--- src/hdl/sac_pkg.sv ---
// Functional notes
// [RL1] Eight-bit result by successive approximation
// [RL2] Each step advances on conversion clock
// [RL3] Clock select: /2, /8, /32, RC
// [RL4] Sleep conversions only with RC clock
// [RL5] Channel select field in bits 5:3
// [RL6] Writing go starts; hardware clears on finish
// [RL7] Finish: load result, clear go, flag
// [RL8] Enable bit powers converter; off draws nothing
// [RL9] Unimplemented bits ignore writes, read zero
// [RL10] Control registers reset to zero
// [RL11] Codes 001/011/101 take external reference
// [RL12] Port field maps analog and digital pins
// [RL13] Software waits acquisition before starting
// [RL14] Hold capacitor disconnected two periods after
// [RL15] Hold capacitor never discharged by device
// [RL16] Software polls go or awaits flag
// [RL17] Flag stays set until software clears
// [RL18] Software sets analog pins as inputs
// [RL19] Conversion lasts nine and half periods
// [RL20] Clearing go aborts, waits, reacquires
// [RL21] Software keeps period above minimum
// [RL22] Start ignored while module disabled
// [RL23] Divider counter; RC clock synchronised
package sac_pkg;

	// ==========================================================
	// Register map, word index; byte address is four times it
	// ==========================================================
	localparam logic [7:0] SAC_IDX_CTRL   = 8'h1f;
	localparam logic [7:0] SAC_IDX_PCFG   = 8'h9f;
	localparam logic [7:0] SAC_IDX_RESULT = 8'h1e;
	localparam logic [7:0] SAC_IDX_IRQ    = 8'h20;

	// ==========================================================
	// Fields and reset values
	// ==========================================================
	localparam int         SAC_BIT_EN    = 0;
	localparam int         SAC_BIT_GO    = 2;
	localparam int         SAC_CH_LSB    = 3;
	localparam int         SAC_CS_LSB    = 6;
	localparam logic [7:0] SAC_CTRL_WMSK = 8'hfd;
	localparam logic [7:0] SAC_CTRL_RST  = 8'h00;
	localparam logic [2:0] SAC_PCFG_RST  = 3'h0;
	localparam logic [7:0] SAC_RES_RST   = 8'h00;

	// ==========================================================
	// Conversion clock select codes and half-period terminals
	// ==========================================================
	localparam logic [1:0] SAC_CS_DIV2  = 2'h0;
	localparam logic [1:0] SAC_CS_DIV8  = 2'h1;
	localparam logic [1:0] SAC_CS_DIV32 = 2'h2;
	localparam logic [1:0] SAC_CS_RC    = 2'h3;
	localparam logic [3:0] SAC_HALF_DIV2  = 4'h0;
	localparam logic [3:0] SAC_HALF_DIV8  = 4'h3;
	localparam logic [3:0] SAC_HALF_DIV32 = 4'hf;

	// ==========================================================
	// Sequence counts in half conversion periods
	// ==========================================================
	localparam logic [4:0] SAC_FIRST_TRIAL = 5'h03;
	localparam logic [4:0] SAC_LAST_HALF   = 5'h12;
	localparam logic [4:0] SAC_WAIT_LAST   = 5'h03;

	typedef enum logic [1:0] {
		SAC_IDLE,
		SAC_CONV,
		SAC_WAIT
	} sac_state_e;

endpackage

--- src/hdl/sac_tick_if.sv ---
`timescale 1ns/1ps
`default_nettype none
interface sac_tick_if;
	logic       run;
	logic [1:0] sel;
	logic       sleep;
	logic       half_tick;

	modport ctl (output run, output sel, output sleep, input half_tick);
	modport gen (input run, input sel, input sleep, output half_tick);
endinterface
`default_nettype wire

--- src/hdl/sac_tad_div.sv ---
`timescale 1ns/1ps
`default_nettype none
module sac_tad_div
	import sac_pkg::*;
(
	// Clock and reset
	input  wire logic clk_i,
	input  wire logic resetn_i,
	// Free-running RC oscillator pin
	input  wire logic rc_clk_i,
	// Tick link to the sequencer
	sac_tick_if.gen   tk
);

	typedef struct packed {
		logic [3:0] cnt;
		logic [2:0] rc;
		logic       tick;
	} sac_div_s;

	sac_div_s   r_ff;
	sac_div_s   nxt_r;
	logic [3:0] lim;
	logic       osc_ok;

	// ==========================================================
	// Half-period enable generation
	// ==========================================================
	always_comb
	begin
		nxt_r = r_ff;
		nxt_r.rc = {r_ff.rc[1:0], rc_clk_i}; // [RL23]
		unique case (tk.sel) // [RL3]
			SAC_CS_DIV2:  lim = SAC_HALF_DIV2;
			SAC_CS_DIV8:  lim = SAC_HALF_DIV8;
			default:      lim = SAC_HALF_DIV32;
		endcase
		// Oscillator stops in sleep; only the RC source keeps going
		osc_ok = !tk.sleep || (tk.sel == SAC_CS_RC); // [RL4]
		nxt_r.tick = 1'b0;
		if (!tk.run)
		begin
			nxt_r.cnt = 4'h0;
		end
		else if (tk.sel == SAC_CS_RC)
		begin
			// Each settled RC edge is half a period
			nxt_r.tick = r_ff.rc[1] ^ r_ff.rc[2]; // [RL23]
		end
		else if (osc_ok)
		begin
			nxt_r.tick = (r_ff.cnt == lim); // [RL23]
			nxt_r.cnt = (r_ff.cnt == lim) ? 4'h0 : r_ff.cnt + 4'h1;
		end
	end

	always_ff @(posedge clk_i or negedge resetn_i)
	begin
		if (!resetn_i)
			r_ff <= '0;
		else
			r_ff <= nxt_r;
	end

	assign tk.half_tick = r_ff.tick;

	// ==========================================================
	// Checks
	// ==========================================================
	a_sleep_stall: assert property (@(posedge clk_i) // [RL4]
		disable iff (!resetn_i)
		(tk.sleep && tk.sel != SAC_CS_RC) |=> !tk.half_tick)
		else $error("Tick while oscillator stopped in sleep");

	a_div8_spacing: assert property (@(posedge clk_i) // [RL3]
		disable iff (!resetn_i)
		(tk.half_tick && tk.run && !tk.sleep && tk.sel == SAC_CS_DIV8
		&& $stable(tk.sel)) |=> !tk.half_tick [*3])
		else $error("Divide by eight half period too short");

endmodule
`default_nettype wire

--- src/hdl/sac_top.sv ---
// The Avalon-MM slave port was decided locally.
`timescale 1ns/1ps
`default_nettype none
module sac_top
	import sac_pkg::*;
(
	// Clock and reset
	input  wire logic        clk_i,
	input  wire logic        resetn_i,
	// Avalon-MM slave, byte address
	input  wire logic [9:0]  avs_address_i,
	input  wire logic        avs_read_i,
	input  wire logic        avs_write_i,
	input  wire logic [3:0]  avs_byteenable_i,
	input  wire logic [31:0] avs_writedata_i,
	output logic      [31:0] avs_readdata_o,
	output logic             avs_waitrequest_o,
	// Device state
	input  wire logic        sleep_i,
	input  wire logic        rc_clk_i,
	// Analog front end
	input  wire logic        cmp_i,
	output logic             analog_en_o,
	output logic      [2:0]  channel_o,
	output logic             hold_connect_o,
	output logic      [7:0]  trial_code_o,
	output logic             ref_ext_o,
	output logic      [7:0]  pin_analog_o,
	// Status
	output logic             irq_flag_o,
	output logic             busy_o
);

	typedef struct packed {
		sac_state_e st;
		logic [7:0] ctrl;
		logic [2:0] pcfg;
		logic [7:0] result;
		logic       irq;
		logic [7:0] trial;
		logic [4:0] hcnt;
		logic       ack;
		logic [7:0] rdata;
	} sac_regs_s;

	sac_regs_s  r_ff;
	sac_regs_s  nxt_r;
	sac_tick_if tk ();

	logic       req;
	logic       wr_ok;
	logic [7:0] idx;
	logic [7:0] wbyte;
	logic [4:0] off;
	logic [2:0] bi;
	logic [7:0] decided;
	logic       done_evt;
	logic       abort_evt;

	assign req   = avs_read_i || avs_write_i;
	assign idx   = avs_address_i[9:2];
	assign wbyte = avs_writedata_i[7:0];
	// Write lands only on the edge where waitrequest is low
	assign wr_ok = avs_write_i && r_ff.ack && avs_byteenable_i[0];
	assign off   = r_ff.hcnt - SAC_FIRST_TRIAL;
	assign bi    = 3'h7 - off[3:1];

	// ==========================================================
	// Conversion clock divider
	// ==========================================================
	assign tk.run   = r_ff.ctrl[SAC_BIT_EN];
	assign tk.sel   = r_ff.ctrl[SAC_CS_LSB +: 2];
	assign tk.sleep = sleep_i;

	sac_tad_div u_sac_tad_div (
		.clk_i    (clk_i),
		.resetn_i (resetn_i),
		.rc_clk_i (rc_clk_i),
		.tk       (tk)
	);

	// ==========================================================
	// Register access and sequencer
	// ==========================================================
	always_comb
	begin
		nxt_r = r_ff;
		done_evt = 1'b0;
		abort_evt = 1'b0;
		decided = r_ff.trial;
		nxt_r.ack = req && !r_ff.ack;
		if (req && !r_ff.ack)
		begin
			unique case (idx)
				SAC_IDX_CTRL:   nxt_r.rdata = r_ff.ctrl;
				SAC_IDX_PCFG:   nxt_r.rdata = {5'h00, r_ff.pcfg}; // [RL9]
				SAC_IDX_RESULT: nxt_r.rdata = r_ff.result;
				SAC_IDX_IRQ:    nxt_r.rdata = {7'h00, r_ff.irq};
				default:        nxt_r.rdata = 8'h00;
			endcase
		end
		if (wr_ok)
		begin
			unique case (idx)
				SAC_IDX_CTRL:
				begin
					nxt_r.ctrl = wbyte & SAC_CTRL_WMSK; // [RL9]
					// A start with the module off is dropped
					if (!wbyte[SAC_BIT_EN])
						nxt_r.ctrl[SAC_BIT_GO] = 1'b0; // [RL22]
				end
				SAC_IDX_PCFG:   nxt_r.pcfg = wbyte[2:0];
				SAC_IDX_RESULT: nxt_r.result = wbyte;
				SAC_IDX_IRQ:    nxt_r.irq = wbyte[0]; // [RL17]
				default:        nxt_r.rdata = r_ff.rdata;
			endcase
		end
		unique case (r_ff.st)
			SAC_IDLE:
			begin
				nxt_r.hcnt = 5'h00;
				if (nxt_r.ctrl[SAC_BIT_GO]) // [RL6]
				begin
					nxt_r.st = SAC_CONV;
					nxt_r.trial = 8'h00;
				end
			end
			SAC_CONV:
			begin
				if (!nxt_r.ctrl[SAC_BIT_GO])
				begin
					// Partial code is dropped, result kept
					abort_evt = 1'b1;
					nxt_r.st = SAC_WAIT; // [RL20]
					nxt_r.hcnt = 5'h00;
				end
				else if (tk.half_tick) // [RL2]
				begin
					nxt_r.hcnt = r_ff.hcnt + 5'h01;
					if (r_ff.hcnt >= SAC_FIRST_TRIAL && r_ff.hcnt[0])
						nxt_r.trial[bi] = 1'b1; // [RL1]
					else if (r_ff.hcnt > SAC_FIRST_TRIAL)
					begin
						decided[bi] = cmp_i; // [RL1]
						nxt_r.trial = decided;
					end
					if (r_ff.hcnt == SAC_LAST_HALF) // [RL19]
					begin
						done_evt = 1'b1;
						nxt_r.result = decided; // [RL7]
						nxt_r.ctrl[SAC_BIT_GO] = 1'b0; // [RL6]
						nxt_r.irq = 1'b1; // [RL7]
						nxt_r.st = SAC_WAIT;
						nxt_r.hcnt = 5'h00;
					end
				end
			end
			SAC_WAIT:
			begin
				// Hold stays off the input for two periods
				if (tk.half_tick) // [RL14]
				begin
					nxt_r.hcnt = r_ff.hcnt + 5'h01;
					if (r_ff.hcnt == SAC_WAIT_LAST)
						nxt_r.st = SAC_IDLE; // [RL20]
				end
			end
		endcase
		if (!nxt_r.ctrl[SAC_BIT_EN])
		begin
			nxt_r.st = SAC_IDLE; // [RL8]
			nxt_r.hcnt = 5'h00;
		end
	end

	always_ff @(posedge clk_i or negedge resetn_i)
	begin
		if (!resetn_i)
		begin
			r_ff <= '0;
			r_ff.st <= SAC_IDLE;
			r_ff.ctrl <= SAC_CTRL_RST; // [RL10]
			r_ff.pcfg <= SAC_PCFG_RST; // [RL10]
			r_ff.result <= SAC_RES_RST;
		end
		else
		begin
			r_ff <= nxt_r;
		end
	end

	// ==========================================================
	// Outputs
	// ==========================================================
	assign avs_readdata_o    = {24'h00_0000, r_ff.rdata};
	assign avs_waitrequest_o = req && !r_ff.ack;
	assign analog_en_o       = r_ff.ctrl[SAC_BIT_EN]; // [RL8]
	assign channel_o         = r_ff.ctrl[SAC_CH_LSB +: 3]; // [RL5]
	// No discharge path: the cap simply floats between samples
	assign hold_connect_o    = r_ff.ctrl[SAC_BIT_EN]
		&& (r_ff.st == SAC_IDLE); // [RL15]
	assign trial_code_o      = r_ff.trial;
	assign irq_flag_o        = r_ff.irq;
	assign busy_o            = (r_ff.st == SAC_CONV);
	assign ref_ext_o         = r_ff.pcfg[0] && (r_ff.pcfg[2:1] != 2'h3); // [RL11]

	always_comb
	begin
		unique case (r_ff.pcfg) // [RL12]
			3'h0:    pin_analog_o = 8'hff;
			3'h1:    pin_analog_o = 8'hf7;
			3'h2:    pin_analog_o = 8'h1f;
			3'h3:    pin_analog_o = 8'h17;
			3'h4:    pin_analog_o = 8'h0b;
			3'h5:    pin_analog_o = 8'h03;
			default: pin_analog_o = 8'h00;
		endcase
	end

	// ==========================================================
	// Checks
	// ==========================================================
	logic [4:0] chk_halves;

	always_ff @(posedge clk_i or negedge resetn_i)
	begin
		if (!resetn_i)
			chk_halves <= 5'h00;
		else if (r_ff.st != SAC_CONV)
			chk_halves <= 5'h00;
		else if (tk.half_tick)
			chk_halves <= chk_halves + 5'h01;
	end

	a_conv_length: assert property (@(posedge clk_i) // [RL19]
		disable iff (!resetn_i)
		done_evt |-> (chk_halves == SAC_LAST_HALF) && tk.half_tick)
		else $error("Conversion not nine and a half periods");

	a_done_effects: assert property (@(posedge clk_i) // [RL7]
		disable iff (!resetn_i)
		done_evt |=> irq_flag_o && !r_ff.ctrl[SAC_BIT_GO]
		&& (r_ff.result == $past(decided)))
		else $error("Completion did not load result and flags");

	a_abort_keeps: assert property (@(posedge clk_i) // [RL20]
		disable iff (!resetn_i)
		abort_evt |=> $stable(r_ff.result) && !busy_o)
		else $error("Abort changed result or kept converting");

	a_hold_gap: assert property (@(posedge clk_i) // [RL14]
		disable iff (!resetn_i)
		done_evt |=> !hold_connect_o [*2])
		else $error("Hold reconnected right after conversion");

	a_go_needs_en: assert property (@(posedge clk_i) // [RL22]
		disable iff (!resetn_i)
		r_ff.ctrl[SAC_BIT_GO] |-> r_ff.ctrl[SAC_BIT_EN])
		else $error("Go set while module disabled");

	a_off_idle: assert property (@(posedge clk_i) // [RL8]
		disable iff (!resetn_i)
		!analog_en_o |-> (r_ff.st == SAC_IDLE) && !hold_connect_o)
		else $error("Converter active while disabled");

	a_reserved_zero: assert property (@(posedge clk_i) // [RL9]
		disable iff (!resetn_i)
		(avs_read_i && !avs_waitrequest_o && idx == SAC_IDX_CTRL)
		|-> avs_readdata_o[1] == 1'b0)
		else $error("Unimplemented control bit read as one");

	a_step_on_tick: assert property (@(posedge clk_i) // [RL2]
		disable iff (!resetn_i)
		(busy_o && !tk.half_tick) |=> $stable(r_ff.trial) || !busy_o
		|| $past(r_ff.st) != SAC_CONV)
		else $error("Approximation step without conversion tick");

	a_irq_sticky: assert property (@(posedge clk_i) // [RL17]
		disable iff (!resetn_i)
		(irq_flag_o && !(wr_ok && idx == SAC_IDX_IRQ)) |=> irq_flag_o)
		else $error("Flag cleared without software write");

	a_trial_clear: assert property (@(posedge clk_i) // [RL1]
		disable iff (!resetn_i)
		$rose(busy_o) |-> trial_code_o == 8'h00)
		else $error("Conversion began with stale trial code");

	a_sleep_freeze: assert property (@(posedge clk_i) // [RL4]
		disable iff (!resetn_i)
		(busy_o && sleep_i && $stable(sleep_i) && tk.sel != SAC_CS_RC
		&& $stable(tk.sel) && !wr_ok) |=> $stable(r_ff.hcnt))
		else $error("Conversion stepped in sleep without RC clock");

	a_ref_select: assert property (@(posedge clk_i) // [RL11]
		disable iff (!resetn_i)
		ref_ext_o == (r_ff.pcfg inside {3'h1, 3'h3, 3'h5}))
		else $error("Reference source does not follow pin config");

	a_all_digital: assert property (@(posedge clk_i) // [RL12]
		disable iff (!resetn_i)
		(r_ff.pcfg[2:1] == 2'h3) |-> pin_analog_o == 8'h00)
		else $error("Analog pin left in all digital config");

endmodule
`default_nettype wire

--- config.mk ---
export PLATFORM = sky130hd
export DESIGN_NAME = sac_top
export DESIGN_NICKNAME = d
export VERILOG_FILES = /design/src/hdl/sac_pkg.sv /design/src/hdl/sac_tick_if.sv /design/src/hdl/sac_tad_div.sv /design/src/hdl/sac_top.sv
export SDC_FILE = /design/constraint.sdc
export NUM_CORES = 1
export LEC_CHECK = 0
export BUFFER_PORTS_ARGS = -buffer_cell sky130_fd_sc_hd__buf_2
export CAP_MARGIN = 15
export CORE_MARGIN = 10
export CORE_UTILIZATION = 39
export CTS_CLUSTER_DIAMETER = 60
export DETAILED_ROUTE_END_ITERATION = 12
export PLACE_DENSITY = 0.73
export SETUP_SLACK_MARGIN = 0.4
export SYNTH_ARGS = -nofsm -noshare
export SYNTH_HDL_FRONTEND = slang
export SYNTH_SLANG_ARGS = --single-unit
--- constraint.sdc ---
create_clock -name clk_i -period 2.6 [get_ports clk_i]
set_input_delay 0.52 -clock clk_i [delete_from_list [all_inputs] [get_ports clk_i]]
set_output_delay 0.52 -clock clk_i [all_outputs]
set_load 0.03 [all_outputs]
==> run_results.csv <==
group,metric,value,unit
clock_tree,clockRootBuffer,"clkbuf_8",
setup_path,cp.required,2.80,ns
layout,seqCellArea,1280,um2
layout,final_area,3640,um2
timing,fmaxAchievable,501,MHz
timing,finClkSkew,0.00539,ns
grt,grt_pass1_wl,12800,um
placement,dp_hpwl,6130,um
layout,syn_to_final_growth,8.22,%
die,pin_count,110,
timing,setup_viol,0,
power,combPwrFrac,11.4,%
clock_tree,clk_pin_slew,0.10,ns
synthesis,synth-compound-area-share,18.0,%
setup_path,path_class,"flip-flop to flip-flop",
job,maxCapViolations,0,
timing,fin_ws,0.604,ns
drt,routed_wl,7680,um
layout,antenna_cells,0,
synthesis,synthMuxAreaShare,8.15,%
grt,antenna_found_initial,0,
power,peakVddDrop,0.188,mV
clock_tree,cts_made_buffers,5,
timing,final_hold_viol_count,0,
layout,multi_input_comb_area,1780,um2
clock_tree,cts_tree,"built",
synthesis,synth.cell_area,3360,um2
power,swShare,29.0,%
die,core_area,8300,um2
power,fin_total_pwr,1.47,mW
synthesis,yosys.area_share.simple,19.6,%
placement,placedCellCount,494,
setup_path,end_kind,"flip-flop",
grt,grt_max_degree,20,
die,initial_utilization,40.5,%
clock_tree,htree_levels,2,
setup_path,crit_buf_inv,1,
power,seqPwrFrac,55.1,%
power,p_per_area,404,nW/um2
setup_path,arrival,2.20,ns
timing,timing.final.crit_share,76.8,%
synthesis,synth-seq-cells,51,
grt,grt_pass1_vias,2646,
synthesis,synth.distinct_cells,62,
setup_path,crit_fanout,6,
setup_path,cp-startpoint,"r_ff[9]",
synthesis,yosysSeqAreaShare,37.9,%
drt,routed_via_density,5.12,
setup_path,crit_path_cell_trace,"inv_1, ha_1, nor4bb_2, nor2_1, o21a_1, o211ai_2, nor2_1, mux2_2",
drt,wl_per_cell,15.3,um
setup_path,r2r-start,"r_ff[9]",
clock_tree,cts.sinks,51,
die,die_w,113,um
drt,drc_errors,0,
synthesis,synth_top_family_by_area,"simple AND/OR/NAND/NOR gates",
setup_path,cp_common_cell,"nor2_1",
die,die_area,12700,um2
synthesis,synth-adder-area-share,2.23,%
timing,holdWs,0.104,ns
drt,dr.pass1.iters,4,
power,power_switching,0.426,mW
die,rows,33,
timing,min_period,2.00,ns
layout,finish.utilization,43.9,%
setup_path,critPathSlowestCell,"dfrtp_1",
setup_path,path_depth,8,
timing,max_slew_margin,56.6,%
layout,drive_above_1_share,25.2,%
clock_tree,clock_path_buffers,2,
timing,fin_tns_setup,0,ns
synthesis,synth_flop_cell,"dfrtp_1",
setup_path,start_kind,"flip-flop",
setup_path,crit_family,"flip-flops",
setup_path,cpPeakStageDelay,0.45,ns
grt,grt.total_usage,11.8,%
synthesis,netlist_instances,361,
setup_path,rr_worst_depth,8,
placement,post-place-ws,0.376,ns
drt,drt-initial-drc-count,213,
synthesis,synth_edf_count,0,
drt,via_count,2572,
clock_tree,clock_latency,0.31,ns
placement,port-buffer-count,56,
drt,ant_nets,0,
power,power_leakage,1.69,nW
power,p_int,1.04,mW
synthesis,avgSynthCellArea,9.32,um2
timing,final_max_slew_viol_count,0,
synthesis,synth_xor_area_share,0.781,%
grt,grt-ovfl-total,0,
power,clkPwrFrac,33.6,%
layout,nets,455,
min_path,min_path_type,"input pin to asynchronous set/reset pin",
timing,tightest_slew,0.642,ns
layout,fill_cells,798,
status,status,"completed",
placement,placed_area,3500,um2
synthesis,yosys_warnings,0,
setup_path,r2r_slack,0.60,ns
timing,rsz0062_at_grt,"false",
synthesis,async_reset_ff_share,100,%
die,die_y,113,um
layout,layoutNonFillerInstCount,502,
placement,gp_congestion,0.892,
## synthesized netlist by cell type (3+ instances only)
master / instances / area share [%]
nand2_1: 30 / 3.3
mux2i_1: 15 / 4.5
ha_1: 6 / 2.2
and2_1: 5 / 0.93
dfrtp_1: 51 / 38
o21ai_0: 25 / 3.7
a211oi_1: 9 / 2.0
o22a_1: 4 / 1.0
a21o_1: 3 / 0.67
buf_2: 3 / 0.45
nor2_1: 22 / 2.5
buf_4: 48 / 11
and3_1: 3 / 0.56
clkbuf_1: 3 / 0.33
a31oi_1: 5 / 0.93
nor3_1: 4 / 0.60
nand3_1: 8 / 1.2
nand2b_1: 7 / 1.3
nor2b_1: 14 / 2.6
inv_1: 11 / 1.2
o31ai_1: 3 / 0.67
a21oi_1: 22 / 3.3
mux2_2: 11 / 3.7
## final cells by class
type,instances,share of cell area (%)
repair buffers,61,8.73
multi-input cells,266,48.8
clock inverters,3,0.791
clock buffers,5,1.89
well taps,105,3.61
flip-flops and latches,51,35.1
inverters,11,1.13
## worst paths after layout
path / endpoint
hold reg to reg: u_sac_tad_div.nxt_r[3]
min in group clk_i: u_sac_tad_div.nxt_r[2]
hold / removal: u_sac_tad_div.r_ff[7]
max in group asynchronous: trial_code_o[6]
setup / recovery: r_ff[10]
setup reg to reg: r_ff[10]
## flip-flops by register name, indices dropped and copies added, names as in the netlist
name / cells
r_ff: 22
avs_readdata_o: 8
trial_code_o: 8
u_sac_tad_div.r_ff: 5
channel_o: 3
u_sac_tad_div.nxt_r: 2
analog_en_o: 1
irq_flag_o: 1
u_sac_tad_div.tk.half_tick: 1
## power by group through the flow
stage | Clock [mW] | Sequential [mW] | Combinational [mW]
detailed placement | 0 | 0.826 | 0.166
global placement | 0 | 0.825 | 0.163
CTS | 0.507 | 0.810 | 0.166
finish | 0.494 | 0.810 | 0.167
global route | 0.536 | 0.812 | 0.184
floorplan | 0 | 0.824 | 0.138
## cell usage in the layout, fill, tap and decap left out, drive strengths merged, types with 3 or more instances in the layout
cell type  synthesis  routed
nor2              24      24
mux2              11      11
o211ai             3       3
a211oi             9       9
o21ai             25      25
and2               5       5
nand3              9       9
conb               1      24
o31ai              4       4
nor3               4       4
a21o               3       3
nand2             30      30
a21oi             22      22
nand2b             8       8
dfrtp             51      51
buf               53      61
clkbuf             3       5
and3               4       4
ha                 6       6
o22a               4       4
a31oi              5       5
mux2i             15      15
inv               11      12
nor2b             14      14
## worst reg2reg max path, stage by stage, from the launching register on
cell	delay, ns
dfrtp_1	0.45
inv_1	0.21
ha_1	0.19
nor4bb_2	0.26
nor2_1	0.09
o21a_1	0.12
o211ai_2	0.23
nor2_1	0.07
mux2_2	0.27
## kinds of logic after synthesis
family | Yosys count
fa+ha+maj | 6
flops | 51
compound gates | 91
buf+inv | 67
simple gates | 116
mux | 26
other cells | 1
xor+xnor | 3
## repair_timing
action | 4_1_cts | 5_1_grt
setup buffers | 0 | 0
resized for setup | 0 | 8
setup endpoints to repair | 0 | 15
hold buffers | 0 | 0
endpoints found under the hold margin | 0 | 0
## metal layers
metal | vias to the layer above | wire length (um) | global-route usage [%]
met2 | 80 | 3600 | 19.5
met4 | 0 | 79 | 3.05
met5 | - | 0 | 0
li1 | 1284 | - | -
met3 | 8 | 700 | 4.38
met1 | 1200 | 3310 | 14.1
(Power assumes the default switching activity.)
